$ cat src/include/umc_defs.svh
// Constants for the modem-control, modem-status and baud generator block.
// Assumes the includer needs only these macros; no logic lives here.
`ifndef UMC_DEFS_SVH
`define UMC_DEFS_SVH

// ----------------------------------------------------------------------
// Register offsets on the three-bit register address
// ----------------------------------------------------------------------
`define UMC_OFF_DIV_LO     3'h0
`define UMC_OFF_DIV_HI     3'h1
`define UMC_OFF_MCTL       3'h4
`define UMC_OFF_MSTAT      3'h6

// ----------------------------------------------------------------------
// Modem-control field positions
// ----------------------------------------------------------------------
`define UMC_MCTL_TERM_RDY  0
`define UMC_MCTL_REQ_SEND  1
`define UMC_MCTL_AUX_ONE   2
`define UMC_MCTL_IRQ_EN    3
`define UMC_MCTL_LOOP      4
`define UMC_MCTL_WIDTH     5

// ----------------------------------------------------------------------
// Modem-status field positions (change bits 0..3, levels 4..7)
// ----------------------------------------------------------------------
`define UMC_MS_CTS         0
`define UMC_MS_DSR         1
`define UMC_MS_RING        2
`define UMC_MS_DCD         3
`define UMC_MS_LVL_LSB     4

// ----------------------------------------------------------------------
// Reset values
// ----------------------------------------------------------------------
`define UMC_MCTL_RST       5'h00
`define UMC_DELTA_RST      4'h0
`define UMC_DIV_RST        16'h0000

`endif

$ cat src/include/umc_pkg.sv
// Types used by the modem-control file; the baud generator file uses none.
// Assumes umc_defs.svh supplies the numeric constants.
package umc_pkg;

   // Data byte on the register port
   typedef logic [7:0] umc_byte_t;

   // Decoded register selection
   typedef enum logic [2:0]
   {
      UMC_SEL_NONE  = 3'b000,
      UMC_SEL_MCTL  = 3'b001,
      UMC_SEL_MSTAT = 3'b010,
      UMC_SEL_DIVLO = 3'b011,
      UMC_SEL_DIVHI = 3'b100
   } umc_reg_sel_t;

endpackage

$ cat src/rtl/umc_baud_gen.sv
// Baud generator: down counter producing a 16x sample enable pulse.
// Assumes the divisor and a reload pulse come from the register logic.
`timescale 1ns/1ns
`include "umc_defs.svh"

module umc_baud_gen #(
   parameter int DIV_W = 16                    // Divisor width
)(
   input  wire logic             i_clk,        // Reference clock
   input  wire logic             i_reset_n,    // Synchronous reset
   input  wire logic [DIV_W-1:0] i_divisor,    // Current divisor
   input  wire logic             i_reload,     // Divisor latch written
   output logic                  o_tick        // 16x sample enable
);

   logic [DIV_W-1:0] cnt_q;                    // Count remaining
   logic [DIV_W-1:0] cnt_d;
   logic             tick_q;                   // Registered pulse
   logic             tick_d;

   // ------------------------------------------------------------------
   // Next count and pulse
   // ------------------------------------------------------------------
   always_comb
   begin
      cnt_d  = cnt_q;
      tick_d = 1'b0;
      if (i_reload)
      begin
         // New divisor takes effect at once
         cnt_d = i_divisor;
      end
      else if (i_divisor == '0)
      begin
         // Zero divisor: generator idle
         cnt_d = '0;
      end
      else if (cnt_q <= DIV_W'(1))
      begin
         // Terminal count: reload and pulse once
         cnt_d  = i_divisor;
         tick_d = 1'b1;
      end
      else
      begin
         // One step down per reference clock
         cnt_d = cnt_q - DIV_W'(1);
      end
   end

   // Register stage
   always_ff @(posedge i_clk)
   begin
      if (!i_reset_n)
      begin
         cnt_q  <= DIV_W'(`UMC_DIV_RST);
         tick_q <= 1'b0;
      end
      else
      begin
         cnt_q  <= cnt_d;
         tick_q <= tick_d;
      end
   end

   assign o_tick = tick_q;

endmodule

$ cat src/rtl/umc_delta_detect.sv
// Change detection for the four modem-status indicators.
// Assumes status levels are synchronous and a read window is flagged.
`timescale 1ns/1ns
`include "umc_defs.svh"

module umc_delta_detect (
   input  wire logic       i_clk,          // Reference clock
   input  wire logic       i_reset_n,      // Synchronous reset
   input  wire logic [3:0] i_level,        // CTS, DSR, ring, DCD levels
   input  wire logic       i_read_active,  // Status read in progress
   input  wire logic       i_read_end,     // Trailing edge of that read
   output logic      [3:0] o_delta         // Change indicators
);

   logic [3:0] prev_q;                     // Levels one cycle back
   logic [3:0] prev_d;
   logic [3:0] delta_q;                    // Visible change bits
   logic [3:0] delta_d;
   logic [3:0] pend_q;                     // Events held during a read
   logic [3:0] pend_d;
   logic [3:0] ev;                         // Events this cycle

   // ------------------------------------------------------------------
   // Event detection and read deferral
   // ------------------------------------------------------------------
   always_comb
   begin
      ev = i_level ^ prev_q;
      // Ring counts only its trailing edge: status falls as pin rises
      ev[`UMC_MS_RING] = prev_q[`UMC_MS_RING] & ~i_level[`UMC_MS_RING];
      prev_d  = i_level;
      delta_d = delta_q;
      pend_d  = pend_q;
      if (i_read_end)
      begin
         // Read clears; set bits that saw a repeat stay cleared
         delta_d = (pend_q | ev) & ~delta_q;
         pend_d  = 4'h0;
      end
      else if (i_read_active)
      begin
         // Hold new events until the read ends
         pend_d = pend_q | ev;
      end
      else
      begin
         // Normal sticky set
         delta_d = delta_q | ev;
      end
   end

   // Register stage; levels are captured on reset to avoid false events
   always_ff @(posedge i_clk)
   begin
      if (!i_reset_n)
      begin
         prev_q  <= i_level;
         delta_q <= `UMC_DELTA_RST;
         pend_q  <= 4'h0;
      end
      else
      begin
         prev_q  <= prev_d;
         delta_q <= delta_d;
         pend_q  <= pend_d;
      end
   end

   assign o_delta = delta_q;

endmodule

$ cat src/rtl/umc_modem_ctrl.sv
// Modem control, modem status, loopback and baud generator for one channel.
// Assumes a parallel register port with one-cycle write and level read
// strobes, pins synchronous to i_clk, and the line-control divisor
// access bit supplied from the line control logic.
`timescale 1ns/1ns
`include "umc_defs.svh"

module umc_modem_ctrl #(
   parameter int DIV_W = 16                      // Baud divisor width
)(
   input  wire logic       i_clk,                // Reference clock, 20 MHz
   input  wire logic       i_reset_n,            // Synchronous reset
   input  wire logic [2:0] i_addr,               // Register address
   input  wire logic       i_write_strobe,       // One-cycle write
   input  wire logic [7:0] i_write_data,         // Write data
   input  wire logic       i_read_strobe,        // Read held as a level
   input  wire logic       i_divisor_access_bit, // Line control bit 7
   input  wire logic       i_clear_to_send_n,    // Handshake input
   input  wire logic       i_data_set_ready_n,   // Handshake input
   input  wire logic       i_ring_in_pin_n,      // Ring input
   input  wire logic       i_carrier_detect_in_n,// Carrier input
   input  wire logic       i_serial_in_pin,      // Serial line input
   input  wire logic       i_tx_shift_reg_out,   // Transmit shift output
   input  wire logic       i_chan_irq_req,       // Channel interrupt request
   input  wire logic       i_ms_irq_enable,      // Status interrupt enable
   output logic      [7:0] o_read_data,          // Read data
   output logic            o_terminal_ready_n,   // Handshake output
   output logic            o_request_to_send_n,  // Handshake output
   output logic            o_serial_out_pin,     // Serial line output
   output logic            o_rx_shift_reg_in,    // Receive shift input
   output logic            o_ext_irq,            // External interrupt pin
   output logic            o_ms_irq_req,         // Status interrupt to priority logic
   output logic            o_loopback,           // Loopback mode active
   output logic            o_sample_enable       // 16x sample enable
);

   // ------------------------------------------------------------------
   // Declarations
   // ------------------------------------------------------------------
   logic [`UMC_MCTL_WIDTH-1:0] mctl_q;           // Modem-control bits 0..4
   logic [`UMC_MCTL_WIDTH-1:0] mctl_d;
   logic [7:0]                 div_lo_q;         // Divisor low byte
   logic [7:0]                 div_lo_d;
   logic [7:0]                 div_hi_q;         // Divisor high byte
   logic [7:0]                 div_hi_d;
   logic                       reload_q;         // Baud counter reload
   logic                       reload_d;
   logic                       rd_ms_q;          // Status read seen last cycle
   logic                       rd_ms_now;        // Status read this cycle
   logic                       rd_ms_end;        // Trailing edge of status read
   logic [3:0]                 level;            // Effective status levels
   logic [3:0]                 delta;            // Change indicators
   logic                       tick;             // Baud generator pulse
   umc_pkg::umc_reg_sel_t      sel;              // Decoded address
   umc_pkg::umc_byte_t         rdata_d;          // Next read data
   umc_pkg::umc_byte_t         rdata_q;
   logic                       dtr_n_d;          // Next pin values
   logic                       dtr_n_q;
   logic                       rts_n_d;
   logic                       rts_n_q;
   logic                       serial_out_pin_d;
   logic                       serial_out_pin_q;
   logic                       rxin_d;
   logic                       rxin_q;
   logic                       ext_irq_d;
   logic                       ext_irq_q;
   logic                       ms_irq_d;
   logic                       ms_irq_q;
   logic                       loop_q;

   // ------------------------------------------------------------------
   // Address decode
   // ------------------------------------------------------------------

   // Map an address to a register; divisor slots need the access bit
   function automatic umc_pkg::umc_reg_sel_t decode(input logic [2:0] addr,
                                                    input logic       dab);
      umc_pkg::umc_reg_sel_t s;
      s = umc_pkg::UMC_SEL_NONE;
      if (addr == `UMC_OFF_MCTL)
         s = umc_pkg::UMC_SEL_MCTL;
      else if (addr == `UMC_OFF_MSTAT)
         s = umc_pkg::UMC_SEL_MSTAT;
      else if (dab && addr == `UMC_OFF_DIV_LO)
         s = umc_pkg::UMC_SEL_DIVLO;
      else if (dab && addr == `UMC_OFF_DIV_HI)
         s = umc_pkg::UMC_SEL_DIVHI;
      return s;
   endfunction

   // Decoded register for the current access
   assign sel = decode(i_addr, i_divisor_access_bit);

   // ------------------------------------------------------------------
   // Register writes
   // ------------------------------------------------------------------

   // Next control and divisor values
   always_comb
   begin
      mctl_d   = mctl_q;
      div_lo_d = div_lo_q;
      div_hi_d = div_hi_q;
      reload_d = 1'b0;
      if (i_write_strobe)
      begin
         unique case (sel)
            umc_pkg::UMC_SEL_MCTL:
            begin
               // Only five bits are kept; bit 2 is stored as is
               mctl_d = i_write_data[`UMC_MCTL_WIDTH-1:0];
            end
            umc_pkg::UMC_SEL_DIVLO:
            begin
               // Low byte, counter reloads next cycle
               div_lo_d = i_write_data;
               reload_d = 1'b1;
            end
            umc_pkg::UMC_SEL_DIVHI:
            begin
               // High byte, counter reloads next cycle
               div_hi_d = i_write_data;
               reload_d = 1'b1;
            end
            umc_pkg::UMC_SEL_MSTAT,
            umc_pkg::UMC_SEL_NONE:
            begin
               // Status is read only; other addresses not ours
               mctl_d = mctl_q;
            end
         endcase
      end
   end

   // Control registers
   always_ff @(posedge i_clk)
   begin
      if (!i_reset_n)
      begin
         mctl_q   <= `UMC_MCTL_RST;
         // Both divisor bytes cleared together
         {div_hi_q, div_lo_q} <= `UMC_DIV_RST;
         reload_q <= 1'b0;
      end
      else
      begin
         mctl_q   <= mctl_d;
         div_lo_q <= div_lo_d;
         div_hi_q <= div_hi_d;
         reload_q <= reload_d;
      end
   end

   // ------------------------------------------------------------------
   // Modem status levels
   // ------------------------------------------------------------------

   // Loopback swaps pins for control bits
   always_comb
   begin
      if (mctl_q[`UMC_MCTL_LOOP])
      begin
         // Control bits replace the pins
         level[`UMC_MS_CTS]  = mctl_q[`UMC_MCTL_REQ_SEND];
         level[`UMC_MS_DSR]  = mctl_q[`UMC_MCTL_TERM_RDY];
         level[`UMC_MS_RING] = mctl_q[`UMC_MCTL_AUX_ONE];
         level[`UMC_MS_DCD]  = mctl_q[`UMC_MCTL_IRQ_EN];
      end
      else
      begin
         // A one means the pin is low
         level[`UMC_MS_CTS]  = ~i_clear_to_send_n;
         level[`UMC_MS_DSR]  = ~i_data_set_ready_n;
         level[`UMC_MS_RING] = ~i_ring_in_pin_n;
         level[`UMC_MS_DCD]  = ~i_carrier_detect_in_n;
      end
   end

   // Status read window, tracked for its trailing edge
   assign rd_ms_now = i_read_strobe && (sel == umc_pkg::UMC_SEL_MSTAT);
   assign rd_ms_end = rd_ms_q && !rd_ms_now;

   // Change bits with read deferral
   umc_delta_detect u_delta (
      .i_clk         (i_clk),
      .i_reset_n     (i_reset_n),
      .i_level       (level),
      .i_read_active (rd_ms_now),
      .i_read_end    (rd_ms_end),
      .o_delta       (delta)
   );

   // ------------------------------------------------------------------
   // Baud generator
   // ------------------------------------------------------------------

   // Divisor formed from both latches
   umc_baud_gen #(
      .DIV_W (DIV_W)
   ) u_baud (
      .i_clk     (i_clk),
      .i_reset_n (i_reset_n),
      .i_divisor (DIV_W'({div_hi_q, div_lo_q})),
      .i_reload  (reload_q),
      .o_tick    (tick)
   );

   // ------------------------------------------------------------------
   // Read data and pin outputs
   // ------------------------------------------------------------------

   // Next read data and pin levels
   always_comb
   begin
      rdata_d = 8'h00;
      if (i_read_strobe)
      begin
         unique case (sel)
            umc_pkg::UMC_SEL_MCTL:
               rdata_d = {3'h0, mctl_q};
            umc_pkg::UMC_SEL_MSTAT:
               rdata_d = {level, delta};
            umc_pkg::UMC_SEL_DIVLO:
               rdata_d = div_lo_q;
            umc_pkg::UMC_SEL_DIVHI:
               rdata_d = div_hi_q;
            umc_pkg::UMC_SEL_NONE:
               rdata_d = 8'h00;
         endcase
      end
      if (mctl_q[`UMC_MCTL_LOOP])
      begin
         // Handshake outputs inactive, line at mark, data looped
         dtr_n_d = 1'b1;
         rts_n_d = 1'b1;
         serial_out_pin_d  = 1'b1;
         rxin_d  = i_tx_shift_reg_out;
      end
      else
      begin
         // Set control bit drives the pin low
         dtr_n_d = ~mctl_q[`UMC_MCTL_TERM_RDY];
         rts_n_d = ~mctl_q[`UMC_MCTL_REQ_SEND];
         serial_out_pin_d  = i_tx_shift_reg_out;
         rxin_d  = i_serial_in_pin;
      end
      // Interrupts run in both modes
      ext_irq_d = i_chan_irq_req & mctl_q[`UMC_MCTL_IRQ_EN];
      ms_irq_d  = i_ms_irq_enable & (|delta);
   end

   // Output registers
   always_ff @(posedge i_clk)
   begin
      if (!i_reset_n)
      begin
         rdata_q   <= 8'h00;
         dtr_n_q   <= 1'b1;
         rts_n_q   <= 1'b1;
         serial_out_pin_q    <= 1'b1;
         rxin_q    <= 1'b1;
         ext_irq_q <= 1'b0;
         ms_irq_q  <= 1'b0;
         loop_q    <= 1'b0;
         rd_ms_q   <= 1'b0;
      end
      else
      begin
         rdata_q   <= rdata_d;
         dtr_n_q   <= dtr_n_d;
         rts_n_q   <= rts_n_d;
         serial_out_pin_q    <= serial_out_pin_d;
         rxin_q    <= rxin_d;
         ext_irq_q <= ext_irq_d;
         ms_irq_q  <= ms_irq_d;
         loop_q    <= mctl_q[`UMC_MCTL_LOOP];
         rd_ms_q   <= rd_ms_now;
      end
   end

   // Outputs straight from flip-flops
   assign o_read_data         = rdata_q;
   assign o_terminal_ready_n  = dtr_n_q;
   assign o_request_to_send_n = rts_n_q;
   assign o_serial_out_pin    = serial_out_pin_q;
   assign o_rx_shift_reg_in   = rxin_q;
   assign o_ext_irq           = ext_irq_q;
   assign o_ms_irq_req        = ms_irq_q;
   assign o_loopback          = loop_q;
   assign o_sample_enable     = tick;

endmodule

$ cat config.mk
export PLATFORM = sky130hd
export DESIGN_NAME = umc_modem_ctrl
export DESIGN_NICKNAME = d
export VERILOG_FILES = /design/src/include/umc_pkg.sv /design/src/rtl/umc_baud_gen.sv /design/src/rtl/umc_delta_detect.sv /design/src/rtl/umc_modem_ctrl.sv
export VERILOG_INCLUDE_DIRS = /design/src /design/src/include
export SDC_FILE = /design/constraint.sdc
export NUM_CORES = 1
export LEC_CHECK = 0
export ABC_AREA = 1
export BUFFER_PORTS_ARGS = -buffer_cell sky130_fd_sc_hd__buf_2
export CAP_MARGIN = 10
export CORE_MARGIN = 2
export CORE_UTILIZATION = 50
export CTS_BUF_LIST = sky130_fd_sc_hd__clkbuf_2 sky130_fd_sc_hd__clkbuf_4 sky130_fd_sc_hd__clkbuf_8
export DETAILED_ROUTE_END_ITERATION = 10
export PLACE_DENSITY = 0.76
export SLEW_MARGIN = 20
export SYNTH_ARGS = -nofsm -noshare
export SYNTH_HDL_FRONTEND = slang
export SYNTH_SLANG_ARGS = --single-unit
$ cat constraint.sdc
create_clock -name i_clk -period 1.6 [get_ports i_clk]
set_input_delay 0.48 -clock i_clk [delete_from_list [all_inputs] [get_ports i_clk]]
set_output_delay 0.48 -clock i_clk [all_outputs]
set_load 0.1 [all_outputs]
### Word-level counts from Yosys, hierarchy flattened

Cells that the tools add are included.

| storage, ports and cells | value |
|---|---|
| output and inout port bits | 16 |
| bits in latches | 0 |
| bits in registers | 67 |
| memory bits (read-only) | 0 |
| input bits | 24 |
| logic and storage cells | 76 |
| memories kept | 0 |
| memory bits (writable) | 0 |

| cells by class | value |
|---|---|
| bitwise logic cells | 16 |
| divide/modulo/power cells | 0 |
| equality and inequality tests | 8 |
| $mul | 0 |
| multiplexer cells | 14 |
| order comparisons | 1 |
| reductions and logical operators | 18 |
| add/subtract/negate cells | 1 |
| shifts and indexed selects | 0 |

Operators by type and width:

| cell | number |
|---|---|
| $mux 16 | 3 |
| $pmux 8 s5 | 1 |
| $le 16x1->1 const B | 1 |
| $logic_not 16->1 | 1 |
| $sub 16x1->16 const B | 1 |
| $mux 3 | 4 |
| $mux 4 | 3 |
| $reduce_and 2->1 | 5 |
| $eq 3x3->1 const B | 3 |
| $not 1->1 | 8 |
| $or 4x4->4 | 2 |
| $eq 3x1->1 const B | 2 |
| $eq 3x2->1 const B | 2 |
| $logic_not 3->1 | 2 |
| $reduce_or 2->1 | 3 |
| $and 4x4->4 | 1 |
| $logic_and 1x1->1 | 4 |
| $not 4->4 | 1 |
| $reduce_or 4->1 | 1 |
| $xor 4x4->4 | 1 |
| $and 1x1->1 | 3 |
| $mux 1 | 3 |
| $reduce_or 3->1 | 1 |
| $ne 2x1->1 const B | 1 |
| $logic_not 1->1 | 1 |

### Logic depth before layout (Yosys ltp)

Gate-level depths: netlist of run 1.

| logic depth | value |
|---|---|
| depth after elaboration | 11 |
| gate-level depth with buffers | 9 |
| depth with buffers taken out | 9 |

### Cells and area by module

From an unflattened synthesis of run 1, not the netlist that was laid out.

| unflattened totals | value |
|---|---|
| cell total of the unflattened synthesis | 465 |
| area total of the unflattened synthesis | 3373.2 um^2 |

By module, submodules not included:

| module | sequential area each (um^2) | instances | area each (um^2) | cells each |
|---|---|---|---|---|
| umc_modem_ctrl | 760.7 | 1 | 1714.1 | 219 |
| umc_baud_gen | 340.3 | 1 | 1152.4 | 181 |
| umc_delta_detect | 240.2 | 1 | 506.7 | 65 |

### Least setup slack after synthesis of run 1

Ideal clock, no wire load.

| path | value |
|---|---|
| path kind | input port to flip-flop |
| start point | in i_addr[1] |
| end point | reg div_hi_q[7] |
| data required time | 1.481 ns |
| path buffers | 1 |
| arrival time | 1.382 ns |
| setup time | 0.119 ns |
| setup slack | 0.098 ns |
| stages on the path | 7 |
| path through | nor2_1 nand2_2 nor2_2 nand2_2 buf_2 o21ai_0 a21oi_1 |

| on the way | value |
|---|---|
| cells in the longest elaborated chain, start to end | 8 |
| elaborated cells on any way between the ends | 12 |

Ends and longest elaborated chain:

| element | RTL line | text |
|---|---|---|
| from (decl) | umc_modem_ctrl.sv:13 | `input wire logic [2:0] i_addr,` |
| $eq 3x1->1 (no source line) | -- |  |
| $logic_and 1x1->1 (no source line) | -- |  |
| $mux 3 | umc_modem_ctrl.sv:86 | `` else if (dab && addr == `UMC_OFF_DIV_HI) `` |
| $mux 3 | umc_modem_ctrl.sv:84 | `` else if (dab && addr == `UMC_OFF_DIV_LO) `` |
| $mux 3 | umc_modem_ctrl.sv:82 | `` else if (addr == `UMC_OFF_MSTAT) `` |
| $mux 3 * | umc_modem_ctrl.sv:80 | `` if (addr == `UMC_OFF_MCTL) `` |
| $eq 3x3->1 * | umc_modem_ctrl.sv:107 | `unique case (sel)` |
| $reduce_and 2->1 (no source line) * | -- |  |
| to (signal assigned) | umc_modem_ctrl.sv:142 | `` {div_hi_q, div_lo_q} <= `UMC_DIV_RST; `` |
| to (signal assigned) | umc_modem_ctrl.sv:149 | `div_hi_q <= div_hi_d;` |
| to (decl) | umc_modem_ctrl.sv:44 | `logic [7:0] div_hi_q;` |

Every way passes the cells marked *; elsewhere a longest branch is shown, timed or not.
A chain may end at the register's enable or synchronous reset.

### Worst setup path after layout of run 1

| path | value |
|---|---|
| start point | reg rts_n_q (netlist: o_request_to_send_n) |
| end point | out o_request_to_send_n |

RTL lines:

| element | RTL line | text |
|---|---|---|
| from (decl) | umc_modem_ctrl.sv:60 | `logic rts_n_q;` |
| from (signal assigned) | umc_modem_ctrl.sv:271 | `rts_n_q <= rts_n_d;` |
| to (decl) | umc_modem_ctrl.sv:28 | `output logic o_request_to_send_n,` |

No word-level cell between the ends.

==> run_results.csv, run 1 <==
group,metric,value,unit
final_layout,drive_gt1_share,21.16,%
global_route,antenna_found_initial,0,
sta,layout_min_cycle_time,1.559,ns
die,std_cell_rows,28,
worst_setup_path,reg2reg_depth,8,
drt,routedWlPerCell,13.21,µm
die,io_pins,40,
worst_setup_path,crit_chain,"buf_2",
die,initial_core_util,51.90,%
final_layout,final_core_util,63.25,%
drt,via_count,2932,
placed_design,gp_congestion,0.9197,
sta,tightest_slew,0.4930,ns
worst_setup_path,start_kind,"flop",
clock_network,cts_hold_buffers,0,
final_layout,area_delta_synth_final,21.86,%
clock_network,cts_buffer_depth,2,
die,die_area,0.006789,mm²
synth,syn-num-nets,455,
synth,syn_area_per_cell,7.163,µm²
final_layout,finalInstanceArea,0.003745,mm²
die,fp.dieH,82.40,µm
worst_setup_path,reg2reg_slack,0.14,ns
clock_network,worst_setup_hold_path_clk_slew,0.06,ns
clock_network,cts_resized,0,
clock_network,cts_num_sinks,67,
die,core-area,0.005921,mm²
synth,synth.top_cell.area_share,43.65,%
global_route,grt_max_degree,17,
sta,worst_slack,0.04062,ns
placed_design,dp.final_hpwl,5811,µm
synth,yosys_warnings,0,
run_status,status,"finished clean",
clock_network,insertion_delay,0.34,ns
clock_network,cts_buffers,9,
drt,drc_errors,0,
worst_setup_path,cp.required,1.12,ns
power,p_leak,1.771,nW
drt,avgViaCountPerCell,5.090,
worst_setup_path,slowest_stage,"buf_2",
worst_setup_path,cp_max_fo,1,
final_layout,diodes,0,
placed_design,dp.cells,560,
placed_design,place_ws,-0.07837,ns
final_layout,layout_commonest_cell,"nand2_1",
job,maxCapViolations,0,
power,ir_drop,0.9472,mV
drt,wirelength,7611,µm
synth,yosysTopAreaCell,"dfxtp_1",
worst_setup_path,path_class,"reg -> out",
final_layout,final_cell_mix,"nand2_1 (105), dfxtp_1 (66), inv_1 (51), a21oi_1 (41), buf_2 (39)",
global_route,overflow,0,
synth,ys_seq_elements,67,
final_layout,layout.cells.non_filler,576,
synth,synth_area_leaders,"dfxtp_1 (44%), nand2_1 (13%), a21oi_1 (6.7%), inv_1 (6.5%), o21ai_0 (5.4%)",
sta,relSlewSlack,67.36,%
worst_setup_path,rr_startpoint,"u_baud.cnt_q[8]",
clock_network,post-cts-setup-buffers,0,
final_layout,nets,522,
drt,detail_route.iter0.violations,171,
worst_setup_path,worst_path_dominant_cell_family,"buffers and inverters",
worst_setup_path,endpoint_kind,"primary output",
sta,report.final.setup_viol,0,
sta,period_share,97.46,%
die,die_w,82.40,µm
worst_hold_path,min_from,"i_tx_shift_reg_out",
clock_network,clockRootBuffer,"clkbuf_8",
power,p_per_area,1653,mW/mm²
global_route,grt_pass1_wl,12880,µm
sta,rsz0062_at_grt,"no",
placed_design,place.port_buffers,39,
global_route,grt_usage,25.50,%
sta,finalHoldViolations,0,
global_route,grt_pass1_vias,2757,
worst_setup_path,critPathBufInv,1,
worst_setup_path,cp.arrival,1.08,ns
drt,postRouteAntennaNets,0,
worst_setup_path,cp_slowest_stage_delay,0.42,ns
worst_setup_path,worstReg2RegEnd,"u_baud.cnt_q[9]",
clock_network,cts_tree,"built",
sta,skew,0.005508,ns
synth,ys_seq_area_share,43.65,%
clock_network,cts_max_level,3,
synth,netlist_area,0.003073,mm²
worst_hold_path,min_path_cells,3,
sta,fmax,641.3,MHz
synth,syn_inst,429,
synth,ys_types,28,
placed_design,placed_area,0.003506,mm²
worst_hold_path,holdCritPathClass,"in -> reg",
drt,drt_pre_antenna_iters,4,
worst_hold_path,holdPathEnd,"o_serial_out_pin",
power,finalPower,6.189,mW
sta,slew_viol_final,0,
worst max path at each step:
stage / cells past startpoint / from / slack (ns) / to
3_3_place_gp: 7 / i_addr[1] / 0.01 / div_lo_q[7]
6_report: 1 / o_request_to_send_n / 0.04 / o_request_to_send_n
4_1_cts: 1 / o_ext_irq / 0.02 / o_ext_irq
3_5_place_dp: 7 / i_addr[1] / -0.08 / div_lo_q[4]
5_1_grt: 1 / o_request_to_send_n / 0.00006 / o_request_to_send_n
2_1_floorplan: 7 / i_addr[1] / 0.1 / div_hi_q[7]
Yosys cell counts:
cell type / instances
nand2_1: 105
dfxtp_1: 67
inv_1: 53
a21oi_1: 41
nor2_1: 39
o21ai_0: 33
nand3_1: 28
xor2_1: 10
nor3_1: 7
a21oi_2: 4
clkbuf_1: 4
nand2_2: 4
nor2_2: 4
o2111ai_1: 4
o21ai_1: 4
buf_2: 3
nand3b_1: 3
nor2_4: 3
a41oi_1: 2
ha_1: 2
nand2_4: 2
a21oi_4: 1
buf_1: 1
buf_12: 1
clkbuf_2: 1
clkinv_1: 1
nand3_2: 1
xnor2_1: 1
flip-flops by register name, indices dropped and copies added (netlist names), 4 cells and up:
| register | count |
|---|---|
| u_delta.o_delta | 4 |
| u_baud.cnt_q | 16 |
| div_lo_q | 8 |
| div_hi_q | 8 |
| u_delta.pend_q | 4 |
| u_delta.prev_q | 4 |
| mctl_q | 5 |
| o_read_data | 8 |
metrics by stage:
stage          setup TNS, ns  hold slack [ns]
2_1_floorplan              0           0.3917
3_3_place_gp               0           0.4180
3_5_place_dp         -0.3995           0.4327
4_1_cts                    0           0.3106
5_1_grt                    0           0.3434
6_report                   0           0.3322
kinds of logic after synthesis:
logic type | Yosys count | share of synthesized area [%]
DFF | 67 | 43.65
and+or+nand+nor | 196 | 27.81
adders and majority gates | 2 | 0.8142
buffers and inverters | 64 | 8.509
xor gates and xnor gates | 11 | 3.135
AOI/OAI and AO/OA | 89 | 16.08
per-layer routing:
metal	vias up	part of all wire, %	GRT usage, %
met5	-	0	0
met4	0	2.5	12.50
met3	15	5.7	5.761
met2	97	48	41.69
met1	1311	44	31.55
li1	1509	-	-
final cells by class:
| cell class | count | area [µm²] |
|---|---|---|
| clock inverter | 1 | 30.03 |
| inverter | 54 | 202.7 |
| timing repair buffer | 66 | 397.9 |
| multi-input combinational | 298 | 1490 |
| sequential | 67 | 1343 |
| fill | 513 | 2176 |
| tap | 75 | 93.84 |
| clock buffer | 15 | 187.7 |
power breakdown:
| part | total, mW | internal [mW] | switching [mW] |
|---|---|---|---|
| Clock | 1.50 | 0.901 | 0.603 |
| Combinational | 2.75 | 1.01 | 1.74 |
| Sequential | 1.94 | 1.82 | 0.116 |
| Total | 6.19 | 3.73 | 2.46 |
Power figures use the tool's default switching activity.
==> run 2: changes to the inputs <==
--- a/config.mk
+++ b/config.mk
@@ -13,8 +13,10 @@
 export CORE_UTILIZATION = 50
 export CTS_BUF_LIST = sky130_fd_sc_hd__clkbuf_2 sky130_fd_sc_hd__clkbuf_4 sky130_fd_sc_hd__clkbuf_8
 export DETAILED_ROUTE_END_ITERATION = 10
-export PLACE_DENSITY = 0.76
+export PLACE_DENSITY = 0.75
+export SKIP_LAST_GASP = 1
 export SLEW_MARGIN = 20
 export SYNTH_ARGS = -nofsm -noshare
 export SYNTH_HDL_FRONTEND = slang
+export SYNTH_HIERARCHICAL = 1
 export SYNTH_SLANG_ARGS = --single-unit
==> run 2 against run 1 <==
  * Die area grew 9.3%
  * Clock power is 13% lower
  * Worst setup slack got worse by 0.0078 ns
  * Combinational power up 86%
  * Global-route usage fell by 2.4 points
  * Final area rose by 6.6%
  * Synthesized cell count increased by 8.4%
  * Synthesized area grew 9.8%
  * Via count increased by 6.1%
  * Count of clock-buffer cells in the layout down 6
  * Non-clock buffer count up 3
  * Final cell count grew 6.6%
  * Largest power group unchanged
  * Highest routed layer unchanged
==> run_results.csv, run 2 <==
group,metric,value,unit
drt,drc_errors,0,
final_layout,area_delta_synth_final,18.36,%
synth,yosysMostFrequentCell,"nand2_1",
drt,via_count,3111,
clock_network,cts_tree,"built",
placed_design,gp_congestion,0.8595,
synth,synth_edf_count,0,
placed_design,dp.final_hpwl,6199,µm
clock_network,cts_num_sinks,67,
sta,period_share,97.95,%
worst_setup_path,cp_max_fo,1,
power,clockPowerShare,15.4,%
sta,rsz0062_at_grt,"yes",
power,ir_drop,1.528,mV
power,pwr-share-comb,60.2,%
clock_network,cts_buffer_depth,2,
synth,synth_mux_area_share,0,%
final_layout,final_cell_mix,"nand2_1 (109), dfxtp_1 (66), nor2_1 (63), inv_1 (41), nand3_1 (39)",
die,std_cell_rows,29,
synth,synth_flop_cell,"dfxtp_1",
global_route,met1_usage,31.21,%
final_layout,largest_reg_flops,16,
synth,syn_area_per_cell,7.254,µm²
global_route,met2_usage,35.87,%
die,fp.dieH,86.14,µm
synth,synth_compound_area_share,9.384,%
worst_setup_path,cp.arrival,1.09,ns
sta,worst_slack,0.03279,ns
sta,report.final.setup_viol,0,
global_route,grt_usage,23.10,%
worst_setup_path,slowest_stage,"buf_2",
synth,ys_seq_area_share,39.76,%
sta,tightest_slew,0.4894,ns
synth,synth.top_cell.area_share,39.76,%
synth,ys_seq_elements,67,
power,switchingPower,4.064,mW
sta,slew_viol_final,0,
clock_network,cts_hold_buffers,0,
worst_setup_path,start_kind,"flop",
worst_setup_path,path_class,"reg -> out",
synth,yosys.area_share.simple,38.98,%
worst_setup_path,worst_path_dominant_cell_family,"buffers and inverters",
clock_network,clockRootBuffer,"clkbuf_8",
drt,avgViaCountPerCell,5.067,
synth,synth_fa_ha_area_share,0.7418,%
power,switching_share,47.86,%
clock_network,cts_max_level,3,
global_route,antenna_found_initial,0,
worst_setup_path,endpoint_kind,"primary output",
final_layout,layout_commonest_cell,"nand2_1",
power,power.internal,4.427,mW
sta,finalHoldViolations,0,
clock_network,worst_setup_hold_path_clk_slew,0.08,ns
die,core-area,0.006422,mm²
global_route,overflow,0,
worst_setup_path,crit_chain,"buf_2",
synth,async_flop_share,0,%
run_status,status,"finished clean",
synth,synth_area_leaders,"dfxtp_1 (40%), nand2_1 (12%), nor2_1 (7.0%), nand3_1 (5.8%), inv_1 (4.6%)",
die,die_w,86.14,µm
worst_hold_path,holdCritPathClass,"in -> reg",
synth,synth_top_family_by_area,"simple AND/OR/NAND/NOR gates",
global_route,grt_pass1_vias,2889,
drt,routedWlPerCell,13.01,µm
synth,yosys_warnings,6,
worst_setup_path,critPathBufInv,1,
die,io_pins,40,
worst_setup_path,cp_slowest_stage_delay,0.42,ns
drt,drt_pre_antenna_iters,4,
final_layout,drive_gt1_share,27.00,%
final_layout,regMostFlops,"u_baud/cnt_q",
power,p_leak,1.861,nW
synth,syn-num-nets,491,
clock_network,cts_buffers,9,
final_layout,nets,558,
worst_setup_path,cp.required,1.12,ns
placed_design,placed_area,0.003806,mm²
synth,syn_inst,465,
synth,synth-xor-area-share,2.337,%
die,initial_core_util,52.52,%
clock_network,insertion_delay,0.35,ns
final_layout,diodes,0,
final_layout,finalInstanceArea,0.003993,mm²
sta,skew,0.004401,ns
power,seqPwrFrac,24.3,%
sta,layout_min_cycle_time,1.567,ns
die,die_area,0.007419,mm²
sta,fmax,638.1,MHz
placed_design,place.port_buffers,39,
power,p_per_area,2127,mW/mm²
job,maxCapViolations,0,
synth,synthTopCellsByCount,"nand2_1 (109), dfxtp_1 (67), nor2_1 (63)",
synth,netlist_area,0.003373,mm²
drt,wirelength,7990,µm
global_route,grt_max_degree,24,
drt,detail_route.iter0.violations,141,
sta,relSlewSlack,67.60,%
global_route,grt_pass1_wl,13340,µm
placed_design,place_ws,-0.02293,ns
drt,postRouteAntennaNets,0,
synth,ys_types,33,
synth,yosysTopAreaCell,"dfxtp_1",
global_route,busiest_layer,"met2",
global_route,met3_usage,3.850,%
run 2: cell types whose count changed in the layout (fill, tap and decap cells not counted), sizes merged, moves of 4 or more:
cell / previous run / this run
o2111ai: 4 / 0
a21oi: 46 / 40
nor2: 46 / 74
o21ai: 37 / 15
nand2: 111 / 119
clkbuf: 15 / 10
nand4: 0 / 8
nand3: 29 / 54
xor2: 10 / 6
run 2: power groups by stage:
| stage | combinational, mW | sequential (mW) | clock [mW] |
|---|---|---|---|
| floorplan | 3.99 | 2.19 | 0 |
| global placement | 5.05 | 2.09 | 0 |
| detailed placement | 5.06 | 2.10 | 0 |
| CTS | 5.11 | 2.06 | 1.33 |
| global route | 5.80 | 2.10 | 1.42 |
| finish | 5.11 | 2.07 | 1.31 |
run 2: metal layers:
| layer | up-vias | routed length, µm |
|---|---|---|
| met5 | - | 0 |
| met4 | 0 | 155 |
| met1 | 1398 | 3873 |
| met3 | 12 | 326 |
| li1 | 1625 | - |
| met2 | 76 | 3635 |
run 2: final cells by class:
| cell class | instances | area [µm²] |
|---|---|---|
| flip-flops and latches | 67 | 1343 |
| multi-input cells | 336 | 1735 |
| clock buffers | 9 | 123.9 |
| inverters | 49 | 187.7 |
| well taps | 77 | 96.34 |
| repair buffers | 69 | 447.9 |
| clock inverters | 7 | 58.81 |
| fillers | 579 | 2430 |
run 2: logic make-up (layout without fill, tap and decap cells):
kind of cell               after synthesis  in the layout
AOI/OAI and AO/OA                       55             55
and+or+nand+nor                        270            270
buffers and inverters                   62            134
xor gates and xnor gates                 9              9
DFF                                     67             67
adders and majority gates                2              2
run 2: worst paths after layout:
path	start	endpoint	slack [ns]	depth (start not counted)
max	o_ext_irq	o_ext_irq	0.03	1
min	i_tx_shift_reg_out	o_serial_out_pin	0.32	3
max reg2reg	u_baud/cnt_q[0]	u_baud/cnt_q[1]	0.11	9
min reg2reg	mctl_q[1]	o_request_to_send_n	0.44	1
run 2: timing repair:
action | CTS | global route
setup endpoints to repair | 0 | 6
buffers inserted | 0 | 0
resized for setup | 0 | 2
run 2: through the flow:
stage / hold slack, ns / setup TNS, ns / total power, mW / util, % / cells
3_5_place_dp: 0.4223 / -0.1243 / 7.160 / 59.26 / 598
4_1_cts: 0.3105 / 0 / 8.501 / 62.11 / 614
3_3_place_gp: 0.4214 / 0 / 7.140 / 59.26 / 598
2_1_floorplan: 0.3884 / 0 / 6.178 / - / 465
6_report: 0.3206 / 0 / 8.491 / 62.17 / 614
5_1_grt: 0.3355 / -0.01264 / 9.314 / 62.17 / 614
